[src/verilog/dual_pot_params.svh]
// Constants for the dual potentiometer serial command unit.
// Assumes inclusion by the package and the design module only.
`ifndef DUAL_POT_PARAMS_SVH
`define DUAL_POT_PARAMS_SVH

`define POT_WIDTH 8
`define POT_MID_SCALE 8'h80
`define CMD_SEL_A_BIT 0
`define CMD_SEL_B_BIT 1
`define CMD_WR_WIPER 6'h00
`define CMD_WR_NV 6'h04
`define CMD_COPY_W2NV 6'h08
`define CMD_COPY_NV2W 6'h0c
`define CMD_RD_WIPER_DEF 6'h10
`define CMD_RD_NV_DEF 6'h14
`define SHORT_WORD_BITS 5'h08
`define LONG_WORD_BITS 5'h10
`define READ_START_EDGE 2
`define STANDBY_TAIL_EDGES 2
`define CLK_PERIOD_NS 25
`define NV_BUSY_MS 20
`define NV_BUSY_CYCLES ((`NV_BUSY_MS * 1000000) / `CLK_PERIOD_NS)
`define POWERUP_US 5
`define POWERUP_CYCLES ((`POWERUP_US * 1000) / `CLK_PERIOD_NS)

`endif

[src/verilog/dual_pot_pkg.sv]
// Types shared by the dual potentiometer serial command unit.
// Assumes the params header sits beside it.
`include "dual_pot_params.svh"

package dual_pot_pkg;

    typedef struct packed {
        logic [5:0] op;
        logic sel_b;
        logic sel_a;
    } cmd_byte_t;

    typedef struct packed {
        logic [`POT_WIDTH-1:0] wiper_a;
        logic [`POT_WIDTH-1:0] wiper_b;
    } wiper_pair_t;

    typedef enum logic [2:0] {
        ST_POWERUP,
        ST_IDLE,
        ST_SHIFT,
        ST_READ,
        ST_NV_BUSY
    } unit_state_t;

endpackage

[src/verilog/dual_pot_serial_command_unit.sv]
// Serial command unit of a dual 256-position digital potentiometer.
// Assumes select_low, shift clock, data line and mute come from pins.
// Notes on behaviour
// - Capture a bit per shift-clock rise, select low.
// - Execute and close input at select rise.
// - Only 8 or 16 bits execute anything.
// - Writes take 16 bits; copy/read take 8 or 16.
// - Data byte ignored in long copy/read.
// - Most significant bit first; command then data.
// - Low two command bits pick A, B or both.
// - Upper bits zero: load wipers from data.
// - Bit C4 alone: write non-volatile registers.
// - Bit C5 alone: copy wipers into non-volatile.
// - Bits C5, C4: load wipers from non-volatile.
// - Code zero is low end, all ones high.
// - Each wiper is eight bits, 256 taps.
// - Ready output low during non-volatile write.
// - Non-volatile write ends within 20 ms.
// - Standby when select high and engine idle, two edges after readback.
// - Wipers load from storage within 5 us.
// - Non-volatile registers start at mid-scale.
// - Readback drives data from second edge after select.
// - Mute zeroes wipers, blocks wiper commands.
// - Non-volatile write leaves wipers unchanged.
`timescale 1ns/100ps
`include "dual_pot_params.svh"

module dual_pot_serial_command_unit #(
    parameter int NV_BUSY_CYCLES = `NV_BUSY_CYCLES,
    parameter logic [5:0] RD_WIPER_OP = `CMD_RD_WIPER_DEF,
    parameter logic [5:0] RD_NV_OP = `CMD_RD_NV_DEF
) (
    input wire logic core_clk_in,
    input wire logic reset_in,
    input wire logic select_low_in,
    input wire logic shift_clk_in,
    input wire logic data_line_in,
    output logic data_line_out,
    output logic data_line_oe_n_out,
    input wire logic mute_in,
    output logic ready_n_out,
    output logic standby_out,
    output logic [`POT_WIDTH-1:0] wiper_a_out,
    output logic [`POT_WIDTH-1:0] wiper_b_out
);

    // ****************************************
    // Pin synchronisers
    // ****************************************
    // Two stages per pin; only stage two is looked at
    logic [3:0] sync1_reg;
    logic [3:0] sync2_reg;
    logic [3:0] sync1_next;
    logic [3:0] sync2_next;
    logic sclk_d_reg;
    logic csn_d_reg;
    logic sclk_s;
    logic csn_s;
    logic din_s;
    logic mute_s;
    logic sclk_rise;
    logic csn_rise;
    logic csn_fall;

    // Pin order from bit 0 up: select, shift clock, data, mute
    always_comb begin
        sync1_next = {mute_in, data_line_in, shift_clk_in, select_low_in};
        sync2_next = sync1_reg;
    end

    always_ff @(posedge core_clk_in or posedge reset_in) begin
        if (reset_in) begin
            // Mute rests low on its pull-down; the others start high, so no rise is seen
            sync1_reg <= 4'h7;
            sync2_reg <= 4'h7;
            sclk_d_reg <= 1'b1;
            csn_d_reg <= 1'b1;
        end else begin
            sync1_reg <= sync1_next;
            sync2_reg <= sync2_next;
            sclk_d_reg <= sync2_reg[1];
            csn_d_reg <= sync2_reg[0];
        end
    end

    // Edge finders on the settled copies
    assign csn_s = sync2_reg[0];
    assign sclk_s = sync2_reg[1];
    assign din_s = sync2_reg[2];
    assign mute_s = sync2_reg[3];
    assign sclk_rise = sclk_s & ~sclk_d_reg;
    assign csn_rise = csn_s & ~csn_d_reg;
    assign csn_fall = ~csn_s & csn_d_reg;

    // ****************************************
    // Command engine
    // ****************************************
    dual_pot_pkg::unit_state_t state_reg, state_next;
    logic [15:0] shift_reg, shift_next;
    logic [4:0] count_reg, count_next;
    dual_pot_pkg::wiper_pair_t wiper_reg, wiper_next;
    dual_pot_pkg::wiper_pair_t nv_reg, nv_next;
    dual_pot_pkg::wiper_pair_t nv_pend_reg, nv_pend_next;
    logic [24:0] timer_reg, timer_next;
    logic [7:0] rd_reg, rd_next;
    logic [3:0] rd_cnt_reg, rd_cnt_next;
    logic dout_reg, dout_next;
    logic oe_n_reg, oe_n_next;
    logic rd_hit;
    logic rd_data_edge;
    logic rd_last_edge;
    dual_pot_pkg::cmd_byte_t cmd;
    logic [7:0] data_byte;
    logic len_ok;
    logic long_word;

    // ****************************************
    // Frame decode
    // ****************************************
    // The command byte sits at the top for 16 bits, at the bottom for 8;
    // in the long copy and read forms the data byte is simply never read
    always_comb begin
        long_word = (count_reg == `LONG_WORD_BITS);
        len_ok = long_word || (count_reg == `SHORT_WORD_BITS);
        cmd = long_word ? shift_reg[15:8] : shift_reg[7:0];
        data_byte = shift_reg[7:0];
        // Readback opcodes live outside the fixed case items
        rd_hit = (cmd.op == RD_WIPER_OP) || (cmd.op == RD_NV_OP);
        // Rises after select rise: one gap, eight data, then the standby tail
        rd_data_edge = (rd_cnt_reg >= 4'(`READ_START_EDGE - 1)) && (rd_cnt_reg <= 4'h8);
        rd_last_edge = (rd_cnt_reg == 4'(8 + `STANDBY_TAIL_EDGES));
    end

    always_comb begin
        state_next = state_reg;
        shift_next = shift_reg;
        count_next = count_reg;
        wiper_next = wiper_reg;
        nv_next = nv_reg;
        nv_pend_next = nv_pend_reg;
        timer_next = timer_reg;
        rd_next = rd_reg;
        rd_cnt_next = rd_cnt_reg;
        dout_next = dout_reg;
        oe_n_next = oe_n_reg;
        unique case (state_reg)
            dual_pot_pkg::ST_POWERUP: begin
                // Recall stored positions well inside the power-up budget
                wiper_next = nv_reg;
                timer_next = timer_reg + 25'h0000001;
                if (timer_reg >= 25'(`POWERUP_CYCLES - 1)) begin
                    state_next = dual_pot_pkg::ST_IDLE;
                    timer_next = 25'h0000000;
                end
            end
            dual_pot_pkg::ST_IDLE: begin
                // Clearing the shift register keeps old bits out of a short frame
                if (csn_fall) begin
                    state_next = dual_pot_pkg::ST_SHIFT;
                    count_next = 5'h00;
                    shift_next = 16'h0000;
                end
            end
            dual_pot_pkg::ST_SHIFT: begin
                // Count saturates, so an over-long frame can never wrap to 8 or 16
                if (sclk_rise && !csn_s && count_reg != 5'h1f) begin
                    shift_next = {shift_reg[14:0], din_s};
                    count_next = count_reg + 5'h01;
                end
                if (csn_rise) begin
                    state_next = dual_pot_pkg::ST_IDLE;
                    if (len_ok && (cmd.sel_a || cmd.sel_b)) begin
                        unique case (cmd.op)
                            `CMD_WR_WIPER: begin
                                if (long_word && !mute_s) begin
                                    if (cmd.sel_a) wiper_next.wiper_a = data_byte;
                                    if (cmd.sel_b) wiper_next.wiper_b = data_byte;
                                end
                            end
                            `CMD_WR_NV: begin
                                if (long_word) begin
                                    nv_pend_next = nv_reg;
                                    if (cmd.sel_a) nv_pend_next.wiper_a = data_byte;
                                    if (cmd.sel_b) nv_pend_next.wiper_b = data_byte;
                                    state_next = dual_pot_pkg::ST_NV_BUSY;
                                    timer_next = 25'h0000000;
                                end
                            end
                            `CMD_COPY_W2NV: begin
                                nv_pend_next = nv_reg;
                                if (cmd.sel_a) nv_pend_next.wiper_a = wiper_reg.wiper_a;
                                if (cmd.sel_b) nv_pend_next.wiper_b = wiper_reg.wiper_b;
                                state_next = dual_pot_pkg::ST_NV_BUSY;
                                timer_next = 25'h0000000;
                            end
                            `CMD_COPY_NV2W: begin
                                if (!mute_s) begin
                                    if (cmd.sel_a) wiper_next.wiper_a = nv_reg.wiper_a;
                                    if (cmd.sel_b) wiper_next.wiper_b = nv_reg.wiper_b;
                                end
                            end
                            default: begin
                                // Readback picks A unless only B is selected
                                if (rd_hit) begin
                                    if (cmd.op == RD_WIPER_OP) begin
                                        rd_next = cmd.sel_a ? wiper_reg.wiper_a : wiper_reg.wiper_b;
                                    end else begin
                                        rd_next = cmd.sel_a ? nv_reg.wiper_a : nv_reg.wiper_b;
                                    end
                                    rd_cnt_next = 4'h0;
                                    oe_n_next = 1'b0;
                                    state_next = dual_pot_pkg::ST_READ;
                                end
                                // Any other byte leaves every register as it was
                            end
                        endcase
                    end
                end
            end
            dual_pot_pkg::ST_READ: begin
                // Edge 1 is a gap, edges 2..9 carry data MSB first, two more close
                if (sclk_rise && csn_s) begin
                    rd_cnt_next = rd_cnt_reg + 4'h1;
                    if (rd_data_edge) begin
                        dout_next = rd_reg[7];
                        rd_next = {rd_reg[6:0], 1'b0};
                    end
                    if (rd_last_edge) begin
                        oe_n_next = 1'b1;
                        dout_next = 1'b0;
                        state_next = dual_pot_pkg::ST_IDLE;
                    end
                end
                // Next select fall hands the line back to the host
                if (csn_fall) begin
                    oe_n_next = 1'b1;
                    dout_next = 1'b0;
                    state_next = dual_pot_pkg::ST_SHIFT;
                    count_next = 5'h00;
                    shift_next = 16'h0000;
                end
            end
            dual_pot_pkg::ST_NV_BUSY: begin
                // Storage settles at the end so a power loss cannot half-write it
                // Select activity here is not heard; the host must watch ready first
                timer_next = timer_reg + 25'h0000001;
                if (timer_reg >= 25'(NV_BUSY_CYCLES - 1)) begin
                    nv_next = nv_pend_reg;
                    state_next = dual_pot_pkg::ST_IDLE;
                    timer_next = 25'h0000000;
                end
            end
        endcase
        if (mute_s) begin
            wiper_next = '0;
        end
    end

    // Reset is the power-on trigger, so it restarts the recall from storage
    // Limitation: storage sits in flops, so reset also returns it to mid-scale
    always_ff @(posedge core_clk_in or posedge reset_in) begin
        if (reset_in) begin
            state_reg <= dual_pot_pkg::ST_POWERUP;
            shift_reg <= 16'h0000;
            count_reg <= 5'h00;
            wiper_reg <= '0;
            nv_reg <= {`POT_MID_SCALE, `POT_MID_SCALE};
            nv_pend_reg <= {`POT_MID_SCALE, `POT_MID_SCALE};
            timer_reg <= 25'h0000000;
            rd_reg <= 8'h00;
            rd_cnt_reg <= 4'h0;
            dout_reg <= 1'b0;
            oe_n_reg <= 1'b1;
        end else begin
            state_reg <= state_next;
            shift_reg <= shift_next;
            count_reg <= count_next;
            wiper_reg <= wiper_next;
            nv_reg <= nv_next;
            nv_pend_reg <= nv_pend_next;
            timer_reg <= timer_next;
            rd_reg <= rd_next;
            rd_cnt_reg <= rd_cnt_next;
            dout_reg <= dout_next;
            oe_n_reg <= oe_n_next;
        end
    end

    // ****************************************
    // Outputs
    // ****************************************
    // Wiper codes map straight onto tap order, zero at the low end
    assign wiper_a_out = wiper_reg.wiper_a;
    assign wiper_b_out = wiper_reg.wiper_b;
    assign ready_n_out = (state_reg != dual_pot_pkg::ST_NV_BUSY);
    // Standby waits for the engine to idle, so a readback tail holds it off
    assign standby_out = csn_s && (state_reg == dual_pot_pkg::ST_IDLE);
    assign data_line_out = dout_reg;
    assign data_line_oe_n_out = oe_n_reg;

endmodule

[config.mk]
export PLATFORM = sky130hd
export DESIGN_NAME = dual_pot_serial_command_unit
export DESIGN_NICKNAME = d
export VERILOG_FILES = /design/src/verilog/dual_pot_pkg.sv /design/src/verilog/dual_pot_serial_command_unit.sv
export VERILOG_INCLUDE_DIRS = /design/src /design/src/verilog
export SDC_FILE = /design/constraint.sdc
export NUM_CORES = 1
export LEC_CHECK = 0
export BUFFER_PORTS_ARGS = -buffer_cell sky130_fd_sc_hd__buf_4
export CAP_MARGIN = 10
export CORE_ASPECT_RATIO = 0.75
export CORE_MARGIN = 2
export CORE_UTILIZATION = 35
export CTS_BUF_LIST = sky130_fd_sc_hd__clkbuf_16
export DETAILED_ROUTE_END_ITERATION = 10
export GPL_TIMING_DRIVEN = 0
export HOLD_SLACK_MARGIN = 0.02
export PLACE_DENSITY_LB_ADDON = 0.25
export SLEW_MARGIN = 20
export SYNTH_ARGS = -nofsm -noshare
export SYNTH_HDL_FRONTEND = slang
export SYNTH_SLANG_ARGS = --single-unit
[constraint.sdc]
create_clock -name core_clk_in -period 4.9 [get_ports core_clk_in]
set_clock_uncertainty 0.05 [all_clocks]
set_input_delay 0.245 -clock core_clk_in [delete_from_list [all_inputs] [get_ports core_clk_in]]
set_output_delay 0.245 -clock core_clk_in [all_outputs]
set_load 0.05 [all_outputs]
# --- Word-level counts from Yosys, hierarchy flattened ---
# Index checks and enable logic that the tools add are counted.
word_totals:
  regBits: 121
  output_inout_bits: 20
op_classes:
  addsub: 3
  magnitude_cmp: 4
  eq_ne: 38
  muxes: 70
  bitwise_logic: 6
  reduce_logical: 35
op_table:
  columns: ["cell", "n"]
  rows:
  - ["$mux 8", 18]
  - ["$pmux 16 s2", 4]
  - ["$mux 25", 5]
  - ["$mux 16", 7]
  - ["$pmux 25 s3", 1]
  - ["$pmux 25 s2", 1]
  - ["$reduce_and 7->1", 4]
  - ["$mux 3", 9]
  - ["$add 25x1->25 const B", 1]
  - ["$ge 25x20->1 const B", 1]
  - ["$ge 25x8->1 const B", 1]
  - ["$ne 4x4->1 const B", 6]
  - ["$ne 2x2->1 const B", 11]
  - ["$ne 3x3->1 const B", 7]
  - ["$mux 4", 5]
  - ["$pmux 8 s2", 1]
  - ["$pmux 3 s5", 1]
  - ["$eq 6x4->1 const B", 2]
  - ["$eq 6x5->1 const B", 2]
  - ["$reduce_and 6->1", 2]
  - ["$mux 1", 11]
  - ["$mux 5", 2]
  - ["$pmux 5 s2", 1]
  - ["$reduce_and 5->1", 2]
  - ["other kinds (30)", 51]

# --- Depth between registers and ports, before layout ---
# Gate-level depths: netlist (run 1).
depth:
  depth_word: 9
  mapped_depth: 11
  depth_no_buf: 8

# --- Worst setup path before layout (run 1) ---
# No wires, ideal clock.
synth_timing:
  path_type: "reg-to-reg"
  from: "register count_reg[0]"
  to: "register wiper_reg (netlist bit wiper_b_out[0])"
  setup_time_ns: 0.125
  t_arrival_ns: 2.254
  setup_slack_ns: 2.471
  path_stages_with_launch: 11
  n_path_buf: 2
  cell_sequence: "dfrtp_1 -> inv_1 -> ha_1 -> and4bb_2 -> buf_2 -> nor4_1 -> a21oi_1 -> or3_1 -> o21a_1 -> buf_4 -> mux2_4"
synth_between:
  elab_chain_cells: 8
  word_cells_on_any_way: 20
  classes_between: "eq/ne (8); mux (6); reduce/logical (6)"
synth_rtl:
  columns: ["element", "line_no", "rtl"]
  rows:
  - ["start: declaration", "dual_pot_serial_command_unit.sv:100", "logic [4:0] count_reg, count_next;"]
  - ["start signal: assignment", "dual_pot_serial_command_unit.sv:277", "count_reg <= count_next;"]
  - ["$eq 5x5->1 (no source line)", null, null]
  - ["$mux 8", "dual_pot_serial_command_unit.sv:125", "cmd = long_word ? shift_reg[15:8] : shift_reg[7:0];"]
  - ["$eq 6x4->1 or $logic_not 6->1 (tied branches)", "dual_pot_serial_command_unit.sv:173", "unique case (cmd.op)"]
  - ["$pmux 16 s2", "dual_pot_serial_command_unit.sv:173", null]
  - ["$mux 16", "dual_pot_serial_command_unit.sv:172", "if (len_ok && (cmd.sel_a || cmd.sel_b)) begin"]
  - ["$mux 16", "dual_pot_serial_command_unit.sv:170", "if (csn_rise) begin"]
  - ["$pmux 16 s2", "dual_pot_serial_command_unit.sv:146", "unique case (state_reg)"]
  - ["$mux 16", "dual_pot_serial_command_unit.sv:254", "if (mute_s) begin"]
  - ["end signal: assignment", "dual_pot_serial_command_unit.sv:278", "wiper_reg <= wiper_next;"]
  - ["end: declaration", "dual_pot_serial_command_unit.sv:101", "dual_pot_pkg::wiper_pair_t wiper_reg, wiper_next;"]
# Parallel ways exist; a longest one is shown, timed or not. The select of a mux whose other input is x is not followed.
# A chain may end at the register's enable or synchronous reset.

# --- Final worst setup path (run 1) ---
layout_timing:
  from: "register count_reg[0]"
  to: "register rd_reg[3]"
layout_between:
  elab_chain_cells: 9
  word_cells_on_any_way: 26
  classes_between: "eq/ne (10); mux (9); reduce/logical (7)"
layout_rtl:
  columns: ["element", "line_no", "rtl"]
  rows:
  - ["$eq 5x5->1 (no source line)", null, null]
  - ["$mux 8", "dual_pot_serial_command_unit.sv:125", null]
  - ["$eq 6x5->1 (tied with other cells)", "dual_pot_serial_command_unit.sv:128, dual_pot_serial_command_unit.sv:205", null]
  - ["$mux 8", "dual_pot_serial_command_unit.sv:205", "if (cmd.op == RD_WIPER_OP) begin"]
  - ["$mux 8", "dual_pot_serial_command_unit.sv:204", "if (rd_hit) begin"]
  - ["$mux 8", "dual_pot_serial_command_unit.sv:173", null]
  - ["$mux 8", "dual_pot_serial_command_unit.sv:172", null]
  - ["$mux 8", "dual_pot_serial_command_unit.sv:170", null]
  - ["$pmux 8 s2", "dual_pot_serial_command_unit.sv:146", null]
  - ["end signal: assignment", "dual_pot_serial_command_unit.sv:282", "rd_reg <= rd_next;"]
  - ["end: declaration", "dual_pot_serial_command_unit.sv:105", "logic [7:0] rd_reg, rd_next;"]
# Parallel ways exist; a longest one is shown, timed or not. The select of a mux whose other input is x is not followed.

==> results.sh, run 1 <==
export IMPL_status="complete, no violations"
export IMPL_fin_nets=756
export IMPL_cts_root_buf="clkbuf_16"
export IMPL_slew_headroom=0.3772
export IMPL_dp_cells=964
export IMPL_avgSynthCellArea_um2=9.617
export IMPL_netlist_instances=691
export IMPL_grt_max_degree=65
export IMPL_ir_worst_vdd_mv=0.1684
export IMPL_drive_above_1_share=0.1857
export IMPL_fin_setup_tns_ns=0
export IMPL_finalWorstSetupSlack_ns=1.885
export IMPL_largest_reg_flops=25
export IMPL_endpoint_kind="register"
export IMPL_yosysWarnings=0
export IMPL_ys_flop_type="dfrtp_1"
export IMPL_worstHoldPathType="register to register"
export IMPL_multiInputGateArea_um2=3326
export IMPL_synth_area_um2=6645
export IMPL_htreeDepth=4
export IMPL_die_w_um=163.1
export IMPL_cts_num_sinks=121
export IMPL_grt_setup_unrepaired="no"
export IMPL_pin_count=26
export IMPL_remaining_drc_errors=0
export IMPL_antenna_left=0
export IMPL_finalSetupViolations=0
export IMPL_cts_resized=0
export IMPL_dp_hpwl_mm=12.47
export IMPL_gp_congestion=0.8321
export IMPL_critPathRequiredTime_ns=5.19
export IMPL_power_density_nw_per_um2=288.2
export IMPL_worstMarginPinSlew_ns=0.9082
export IMPL_first_iter_violations=427
export IMPL_hold_viol=0
export IMPL_die_area_um2=20120
export IMPL_worstReg2RegStart="count_reg[0]$_DFFE_PP0P_"
export IMPL_grt_pass1_wl_mm=28.88
export IMPL_numPortBuffers=25
export IMPL_instances_no_fill=1001
export IMPL_tritoncts="done"
export IMPL_hold_ws_ns=0.3028
export IMPL_synthTopCellsByArea="dfrtp_1 41%, nand2_1 6.4%, dfstp_2 5.1%"
export IMPL_seqCellArea_um2=3044
export IMPL_initial_utilization=0.3580
export IMPL_avgViaCountPerCell=5.509
export IMPL_finalCriticalPeriod_ns=3.015
export IMPL_hold_end="sync2_reg[3]$_DFF_PP0_"
export IMPL_syn2layout_area_growth_pct=17.17
export IMPL_synthDistinctLibCells=69
export IMPL_timing_rr_end="rd_reg[3]$_DFFE_PP0P_"
export IMPL_clk_pin_slew_ns=0.06
export IMPL_clock_fmax_mhz=331.7
export IMPL_min_from="sync1_reg[3]$_DFF_PP0_"
export IMPL_path_class="register to register"
export IMPL_power_mw=2.244
export IMPL_cts_buffers=17
export IMPL_clockBufferDepth=2
export IMPL_worstHoldPathCells=0
export IMPL_via_count=5515
export IMPL_grt_usage=0.1865
export IMPL_rows=43
export IMPL_crit_path_max_fanout=10
export IMPL_worst_r2r_path_depth=10
export IMPL_synthArstFlopShare=1.000
export IMPL_grt_ovfl_total=0
export IMPL_grt_pass1_vias=5374
export IMPL_synth_seq_cells=121
export IMPL_cp_arrival_ns=3.31
export IMPL_yosysTopAreaCellShare=0.4067
export IMPL_synth_edf_count=0
export IMPL_coreArea_um2=18560
export IMPL_r2r_slack_ns=1.88
export IMPL_leakage_nw=3.405
export IMPL_fill_cells=1796
export IMPL_max_cap_violations=0
export IMPL_drt_wl_total_mm=17.57
export IMPL_critPathLaunchType="register"
export IMPL_die_h_um=123.3
export IMPL_yosysTopAreaCell="dfrtp_1"
export IMPL_yosysSeqAreaShare=0.4581
export IMPL_antenna_cells=0
export IMPL_wl_per_cell_um=17.55
export IMPL_pre_cts_slack_ns=1.964
export IMPL_first_pass_iters=5
export IMPL_clkLatencyLatePin_ns=0.42
export IMPL_syn_num_nets=706
export IMPL_timing_final_crit_share=0.6153
export IMPL_antenna_found_initial=0
export IMPL_slew_violations=0
timing repair:
item | in CTS | in global routing
setup buffers | 0 | 0
endpoints found under the setup margin | 0 | 0
hold buffers | 5 | 0
hold endpoints to repair | 57 | 0
worst max-delay path by stage:
stage	end	start	cells after the start	slack, ns
after floorplan	count_reg[0]$_DFFE_PP0P_	reset_in	1	1.41
after global placement	nv_pend_reg[11]$_DFFE_PP0P_	reset_in	2	-0.08
after detailed placement	nv_reg[8]$_DFFE_PP0P_	timer_reg[3]$_DFFE_PP0P_	8	1.96
after CTS	nv_reg[8]$_DFFE_PP0P_	timer_reg[3]$_DFFE_PP0P_	8	1.93
after global routing	rd_reg[2]$_DFFE_PP0P_	count_reg[0]$_DFFE_PP0P_	10	1.65
final	rd_reg[3]$_DFFE_PP0P_	count_reg[0]$_DFFE_PP0P_	10	1.88
final cells by class:
| class | count | area share |
|---|---|---|
| inverters | 13 | 0.006910 |
| plain buffers | 48 | 0.02909 |
| flip-flops and latches | 121 | 0.3910 |
| multi-input cells | 509 | 0.4271 |
| well taps | 247 | 0.03969 |
| repair buffers | 31 | 0.03407 |
| clock inverters | 15 | 0.01752 |
| clock buffers | 17 | 0.05464 |
power by group:
group | total, mW | internal [mW] | switching [mW]
sequential | 1.01 | 1.01 | 0.00298
clock | 1.20 | 0.737 | 0.463
combinational | 0.0347 | 0.00943 | 0.0252
total | 2.24 | 1.75 | 0.491
synthesized netlist by cell type, drive strengths merged, types with 2 or more instances:
master  number
o31ai        9
a31oi       16
o22ai        3
mux2i       17
o21a         3
dfrtp      108
nor3         8
a21boi       6
nor2        60
nor4        11
inv         13
nor3b        4
mux4         3
a41oi        4
or2          5
and3b        2
or4          3
a22o        17
mux2        33
and3         6
nand2      114
or3          8
o21ai       40
nand3       11
buf         17
ha           9
or3b         2
a211oi      15
clkbuf      31
dfstp       13
a21oi       21
xor2         4
nor2b        5
nand2b       8
nand4       11
xnor2        2
o31a         2
o211ai      13
a21o        18
layout by cell type, fill, tap and decap left out, drive strengths merged, types with 11 or more instances in the layout:
cell type    n
a21oi       21
o211ai      13
a31oi       16
o21ai       40
nand3       11
nor2        60
a21o        18
inv         14
buf         43
clkbuf      48
mux2        33
dfstp       13
a211oi      15
dfrtp      108
mux2i       17
nand2      114
nor4        11
a22o        17
nand4       11
worst max-delay path, cell delays in order, from the launching register on:
cell      delay (ns)
dfrtp_1         0.40
inv_1           0.11
ha_1            0.22
and4bb_2        0.31
buf_2           0.24
nor4_1          0.07
a21oi_1         0.59
clkbuf_1        0.40
a21boi_0        0.21
o21ai_0         0.14
a31oi_1         0.20
per-stage QoR:
stage / util / area, um2
2_1_floorplan: - / 6645
3_3_place_gp: 0.3848 / 7142
3_5_place_dp: 0.3865 / 7174
4_1_cts: 0.4195 / 7786
5_1_grt: 0.4195 / 7786
6_report: 0.4195 / 7786
layer usage:
metal / track usage / routed length [um] / vias to the layer above
li1: - / - / 2602
met1: 0.2713 / 8609 / 2748
met2: 0.2728 / 7673 / 146
met3: 0.04764 / 1084 / 19
met4: 0.05531 / 197 / 0
met5: 0 / 0 / -
cells by family (layout without fill, tap and decap cells):
| group | Yosys count | count (layout) | share of synthesized area |
|---|---|---|---|
| XOR/XNOR | 6 | 6 | 0.007908 |
| adder cells (fa/ha/maj) | 9 | 9 | 0.01695 |
| buffers and inverters | 61 | 124 | 0.04142 |
| flip-flops | 121 | 121 | 0.4581 |
| multiplexers | 53 | 53 | 0.1007 |
| AO/OA/AOI/OAI | 176 | 176 | 0.1808 |
| AND/OR/NAND/NOR | 265 | 265 | 0.1941 |
Power figures use the tool's default switching activity.
==> run 2, diff against run 1 <==
==> constraint.sdc (replaced) <==
create_clock -name core_clk_in -period 2.95 [get_ports core_clk_in]
set_clock_uncertainty 0.05 [all_clocks]
set_input_delay 0.1475 -clock core_clk_in [delete_from_list [all_inputs] [get_ports core_clk_in]]
set_output_delay 0.1475 -clock core_clk_in [all_outputs]
set_load 0.05 [all_outputs]
==> run 2 against run 1 <==
Compared with the run above: setup slack got worse by 1.8 ns; power rose by 82%; sequential power rose by 66%; via count rose by 0.22%; non-clock buffer count rose by 3; sequential share of layout area fell by 1.0 points; clock power rose by 94%; cell area rose by 2.7%; combinational power rose by 98%; utilization rose by 1.2 points; largest cell class unchanged.
==> results.sh, run 2 (synthesized netlist as in run 1, its figures left out) <==
export IMPL_worstHoldPathType="primary input to async pin"
export IMPL_cp_common_cell="buf_2"
export IMPL_endpoint_kind="register"
export IMPL_clockBufferDepth=2
export IMPL_antenna_found_initial=0
export IMPL_instances_no_fill=1004
export IMPL_design_area_um2=8000
export IMPL_slew_headroom=0.3836
export IMPL_crit_chain="inv_1, ha_1, and4bb_2, buf_2, nor4_1, o21ai_0, a21oi_2, buf_2, nor2_1, a31oi_1"
export IMPL_syn2layout_area_growth_pct=20.39
export IMPL_first_pass_iters=5
export IMPL_drive_above_1_share=0.2034
export IMPL_critPathLaunchType="register"
export IMPL_final_common_cell="nand2_1"
export IMPL_slew_violations=0
export IMPL_pre_cts_slack_ns=0.02252
export IMPL_htreeDepth=4
export IMPL_dpl_instance_area_um2=7241
export IMPL_wl_per_cell_um=17.63
export IMPL_crit_path_max_fanout=10
export IMPL_worstMarginPinSlew_ns=0.9226
export IMPL_antenna_left=0
export IMPL_grt_usage=0.1843
export IMPL_initial_utilization=0.3580
export IMPL_critPathRequiredTime_ns=3.25
export IMPL_rows=43
export IMPL_ir_worst_vdd_mv=0.2827
export IMPL_gp_congestion=0.9130
export IMPL_avgViaCountPerCell=5.505
export IMPL_path_buf_inv=3
export IMPL_layout_common_cells="114 x nand2_1, 108 x dfrtp_1, 60 x nor2_1, 38 x o21ai_0, 29 x buf_4"
export IMPL_pin_count=26
export IMPL_clk_pin_slew_ns=0.06
export IMPL_cts_num_sinks=121
export IMPL_cp_slowest_cell="a21oi_2"
export IMPL_coreArea_um2=18560
export IMPL_finalWorstSetupSlack_ns=0.1193
export IMPL_dp_cells=967
export IMPL_fill_cells=1778
export IMPL_seqCellArea_um2=3044
export IMPL_clkLatencyLatePin_ns=0.43
export IMPL_dp_hpwl_mm=12.59
export IMPL_path_class="register to register"
export IMPL_grt_pass1_vias=5039
export IMPL_largest_reg_flops=25
export IMPL_finalSetupViolations=0
export IMPL_status="complete, no violations"
export IMPL_cts_root_buf="clkbuf_16"
export IMPL_critPathTopFamily="compound AO/OA/AOI/OAI gates"
export IMPL_multiInputGateArea_um2=3373
export IMPL_finalCriticalPeriod_ns=2.831
export IMPL_drt_wl_total_mm=17.70
export IMPL_power_density_nw_per_um2=509.6
export IMPL_die_area_um2=20120
export IMPL_hold_viol=0
export IMPL_grt_pass1_wl_mm=28.31
export IMPL_leakage_nw=3.494
export IMPL_antenna_cells=0
export IMPL_cp_arrival_ns=3.13
export IMPL_fin_setup_tns_ns=0
export IMPL_max_cap_violations=0
export IMPL_first_iter_violations=405
export IMPL_hold_ws_ns=0.2318
export IMPL_clock_fmax_mhz=353.3
export IMPL_cts_buffers=17
export IMPL_grt_ovfl_total=0
export IMPL_critical_path_max_stage_delay_ns=0.39
export IMPL_die_h_um=123.3
export IMPL_via_count=5527
export IMPL_grt_setup_unrepaired="yes"
export IMPL_numPortBuffers=25
export IMPL_power_mw=4.077
export IMPL_remaining_drc_errors=0
export IMPL_tritoncts="done"
export IMPL_post_route_util=0.4310
export IMPL_fin_nets=759
export IMPL_grt_max_degree=31
export IMPL_timing_final_crit_share=0.9596
export IMPL_die_w_um=163.1
[run 2: worst reg2reg max path, stage by stage (launching register included)]
cell      delay [ns]
dfrtp_1         0.37
inv_1           0.08
ha_1            0.25
and4bb_2        0.28
buf_2           0.20
nor4_1          0.38
o21ai_0         0.29
a21oi_2         0.39
buf_2           0.28
nor2_1          0.06
a31oi_1         0.13
[run 2: power breakdown]
part,internal (mW),leakage [nW],switching (mW)
registers,1.67,1.63,0.00548
clock network,1.57,0.321,0.761
logic,0.0245,1.55,0.0441
[run 2: path summary, 6_finish.rpt]
path                                                from  cells past startpoint  slack [ns]                             end
worst max-delay path            count_reg[0]$_DFFE_PP0P_                     10        0.12           rd_reg[7]$_DFFE_PP0P_
worst min-delay path                            reset_in                      3        0.23       timer_reg[13]$_DFFE_PP0P_
worst max register to register  count_reg[0]$_DFFE_PP0P_                     10        0.12           rd_reg[7]$_DFFE_PP0P_
worst min register to register    sync1_reg[3]$_DFF_PP0_                      0        0.30          sync2_reg[3]$_DFF_PP0_
max in group asynchronous                       reset_in                      6        1.60  data_line_oe_n_out$_DFFE_PP1P_
min in group core_clk_in          sync1_reg[3]$_DFF_PP0_                      0        0.30          sync2_reg[3]$_DFF_PP0_
[run 2: timing repair]
item	4_1_cts	5_1_grt
gates cloned	0	0
endpoints found under the hold margin	20	0
hold buffers	5	0
setup buffers	0	0
pin swaps	0	1
gates resized for setup	1	15
endpoints found under the setup margin	1	56
[run 2: cell type report]
| cell class | instances | share of cell area |
|---|---|---|
| Clock buffer | 17 | 0.05317 |
| Sequential cell | 121 | 0.3805 |
| Multi-Input combinational cell | 509 | 0.4216 |
| Timing Repair Buffer | 34 | 0.04160 |
| Buffer | 48 | 0.02893 |
| Tap cell | 247 | 0.03863 |
| Inverter | 13 | 0.006569 |
| Clock inverter | 15 | 0.02893 |
[run 2: per-layer routing]
| layer | track usage | part of all wire |
|---|---|---|
| met1 | 0.2751 | 0.50 |
| met5 | 0 | 0 |
| met4 | 0.05254 | 0.011 |
| met2 | 0.2606 | 0.43 |
| met3 | 0.04831 | 0.062 |
==> run 3, diff against run 2 <==
--- a/config.mk
+++ b/config.mk
@@ -9,12 +9,13 @@
 export BUFFER_PORTS_ARGS = -buffer_cell sky130_fd_sc_hd__buf_4
 export CAP_MARGIN = 10
 export CORE_ASPECT_RATIO = 0.75
-export CORE_MARGIN = 2
+export CORE_MARGIN = 1.5
 export CORE_UTILIZATION = 35
 export CTS_BUF_LIST = sky130_fd_sc_hd__clkbuf_16
 export DETAILED_ROUTE_END_ITERATION = 10
 export GPL_TIMING_DRIVEN = 0
 export HOLD_SLACK_MARGIN = 0.02
+export MAX_ROUTING_LAYER = met4
 export PLACE_DENSITY_LB_ADDON = 0.25
 export SLEW_MARGIN = 20
 export SYNTH_ARGS = -nofsm -noshare
==> run 3 against run 2 <==
Compared with the run above: first-iteration DRC count is 3.5% higher; sequential power about the same; setup slack improved by 0.067 ns; sequential share of layout area rose by 0.38 points; die area is 1.4% lower; critical path depth is 2 lower; sequential cell count unchanged; fmax is 2.4% higher; cell area decreased by 0.99%; hold slack better by 0.0095 ns; critical endpoint is now wiper_b_out[6]$_DFFE_PP0P_; largest power group unchanged.
==> results.sh, run 3 (synthesized netlist as in run 1, its figures left out) <==
export IMPL_worstHoldPathType="primary input to async pin"
export IMPL_status="complete, no violations"
export IMPL_antenna_cells=0
export IMPL_cts_root_buf="clkbuf_16"
export IMPL_layout_common_cells="114 x nand2_1, 108 x dfrtp_1, 60 x nor2_1, 38 x o21ai_0, 34 x buf_4"
export IMPL_cts_num_sinks=121
export IMPL_final_common_cell="nand2_1"
export IMPL_first_iter_violations=419
export IMPL_fin_nets=764
export IMPL_largest_reg_flops=25
export IMPL_clkLatencyLatePin_ns=0.43
export IMPL_grt_usage=0.1957
export IMPL_via_count=5534
export IMPL_antenna_found_initial=0
export IMPL_coreArea_um2=18560
export IMPL_critPathRequiredTime_ns=3.20
export IMPL_slew_headroom=0.4025
export IMPL_max_cap_violations=0
export IMPL_grt_max_degree=30
export IMPL_path_buf_inv=2
export IMPL_worstMarginPinSlew_ns=0.8943
export IMPL_wl_per_cell_um=17.81
export IMPL_finalSetupViolations=0
export IMPL_grt_pass1_wl_mm=28.92
export IMPL_drt_wl_total_mm=17.97
export IMPL_initial_utilization=0.3580
export IMPL_clockBufferDepth=2
export IMPL_path_class="register to register"
export IMPL_htreeDepth=4
export IMPL_cp_slowest_cell="dfrtp_1"
export IMPL_critPathLaunchType="register"
export IMPL_cp_arrival_ns=3.02
export IMPL_avgViaCountPerCell=5.485
export IMPL_dp_hpwl_mm=12.71
export IMPL_crit_chain="or3_1, buf_2, nor4_2, a21oi_1, o221ai_1, o21a_1, buf_4, mux2_4"
export IMPL_syn2layout_area_growth_pct=19.21
export IMPL_grt_setup_unrepaired="yes"
export IMPL_timing_final_crit_share=0.9370
export IMPL_leakage_nw=3.461
export IMPL_crit_path_max_fanout=8
export IMPL_multiInputGateArea_um2=3373
export IMPL_die_h_um=122.3
export IMPL_critical_path_max_stage_delay_ns=0.49
export IMPL_die_w_um=162.1
export IMPL_tritoncts="done"
export IMPL_finalCriticalPeriod_ns=2.764
export IMPL_slew_violations=0
export IMPL_grt_ovfl_total=0
export IMPL_endpoint_kind="register"
export IMPL_grt_pass1_vias=5281
export IMPL_fill_cells=1822
export IMPL_numPortBuffers=25
export IMPL_drive_above_1_share=0.2113
export IMPL_first_pass_iters=7
export IMPL_clock_fmax_mhz=361.8
export IMPL_clk_pin_slew_ns=0.06
export IMPL_critPathTopFamily="simple AND/OR/NAND/NOR gates"
export IMPL_pre_cts_slack_ns=-0.01017
export IMPL_pin_count=26
export IMPL_seqCellArea_um2=3044
export IMPL_finalWorstSetupSlack_ns=0.1859
export IMPL_hold_viol=0
export IMPL_hold_ws_ns=0.2413
export IMPL_power_density_nw_per_um2=467.5
export IMPL_ir_worst_vdd_mv=0.2219
export IMPL_antenna_left=0
export IMPL_rows=43
export IMPL_die_area_um2=19830
export IMPL_gp_congestion=0.8775
export IMPL_cts_buffers=17
export IMPL_remaining_drc_errors=0
==> run 3: layout make-up <==
cell class,instances,area share
tap,247,0.03901
buffer,48,0.02922
inverter,13,0.006634
sequential,121,0.3843
clock buffer,17,0.05370
timing repair buffer,39,0.04486
multi-input combinational,509,0.4258
clock inverter,15,0.01643
==> run 3: power breakdown <==
| group | internal, mW | switching, mW |
|---|---|---|
| Sequential | 1.67 | 0.00570 |
| Clock | 1.15 | 0.805 |
| Combinational | 0.0232 | 0.0434 |
| Total | 2.85 | 0.854 |
==> run 3: worst paths after layout <==
check                      slack (ns)                          to                startpoint  cells past startpoint
max                              0.19  wiper_b_out[6]$_DFFE_PP0P_  shift_reg[2]$_DFFE_PP0P_                      8
min                              0.24   timer_reg[20]$_DFFE_PP0P_                  reset_in                      3
max reg2reg                      0.19  wiper_b_out[6]$_DFFE_PP0P_  shift_reg[2]$_DFFE_PP0P_                      8
min reg2reg                      0.30      sync2_reg[3]$_DFF_PP0_    sync1_reg[3]$_DFF_PP0_                      0
max in group asynchronous        1.80  nv_pend_reg[7]$_DFFE_PP1P_                  reset_in                      5
min in group core_clk_in         0.30      sync2_reg[3]$_DFF_PP0_    sync1_reg[3]$_DFF_PP0_                      0
==> run 3: through the flow <==
stage	instance area, um2	setup TNS (ns)	total power [mW]	util	cells
2_1_floorplan	6649	0	1.735	-	691
3_3_place_gp	7146	0	1.756	0.3850	963
3_5_place_dp	7226	-0.02596	1.770	0.3893	967
4_1_cts	7840	0	3.740	0.4224	1004
5_1_grt	7921	-0.01715	3.814	0.4268	1009
6_report	7921	0	3.703	0.4268	1009
==> run 3: tightest hold or removal path: stages <==
cell	delay, ns
dlygate4sd3_1	0.53
buf_4	0.14
clkinvlp_4	0.33
==> run 3: metal layers <==
metal  GRT usage  part of all wire  vias up
li1            -                 -     2611
met1      0.2855              0.50     2750
met2      0.2736              0.44      160
met3     0.04089             0.056       13
met4     0.05103            0.0081        0
met5           -                 0        -
==> run 3: timing repair <==
item,CTS,global route
pin swaps,0,2
endpoints found under the setup margin,10,64
resized for setup,1,15
hold endpoints to repair,21,0
hold buffers,5,0
buffers inserted,0,5
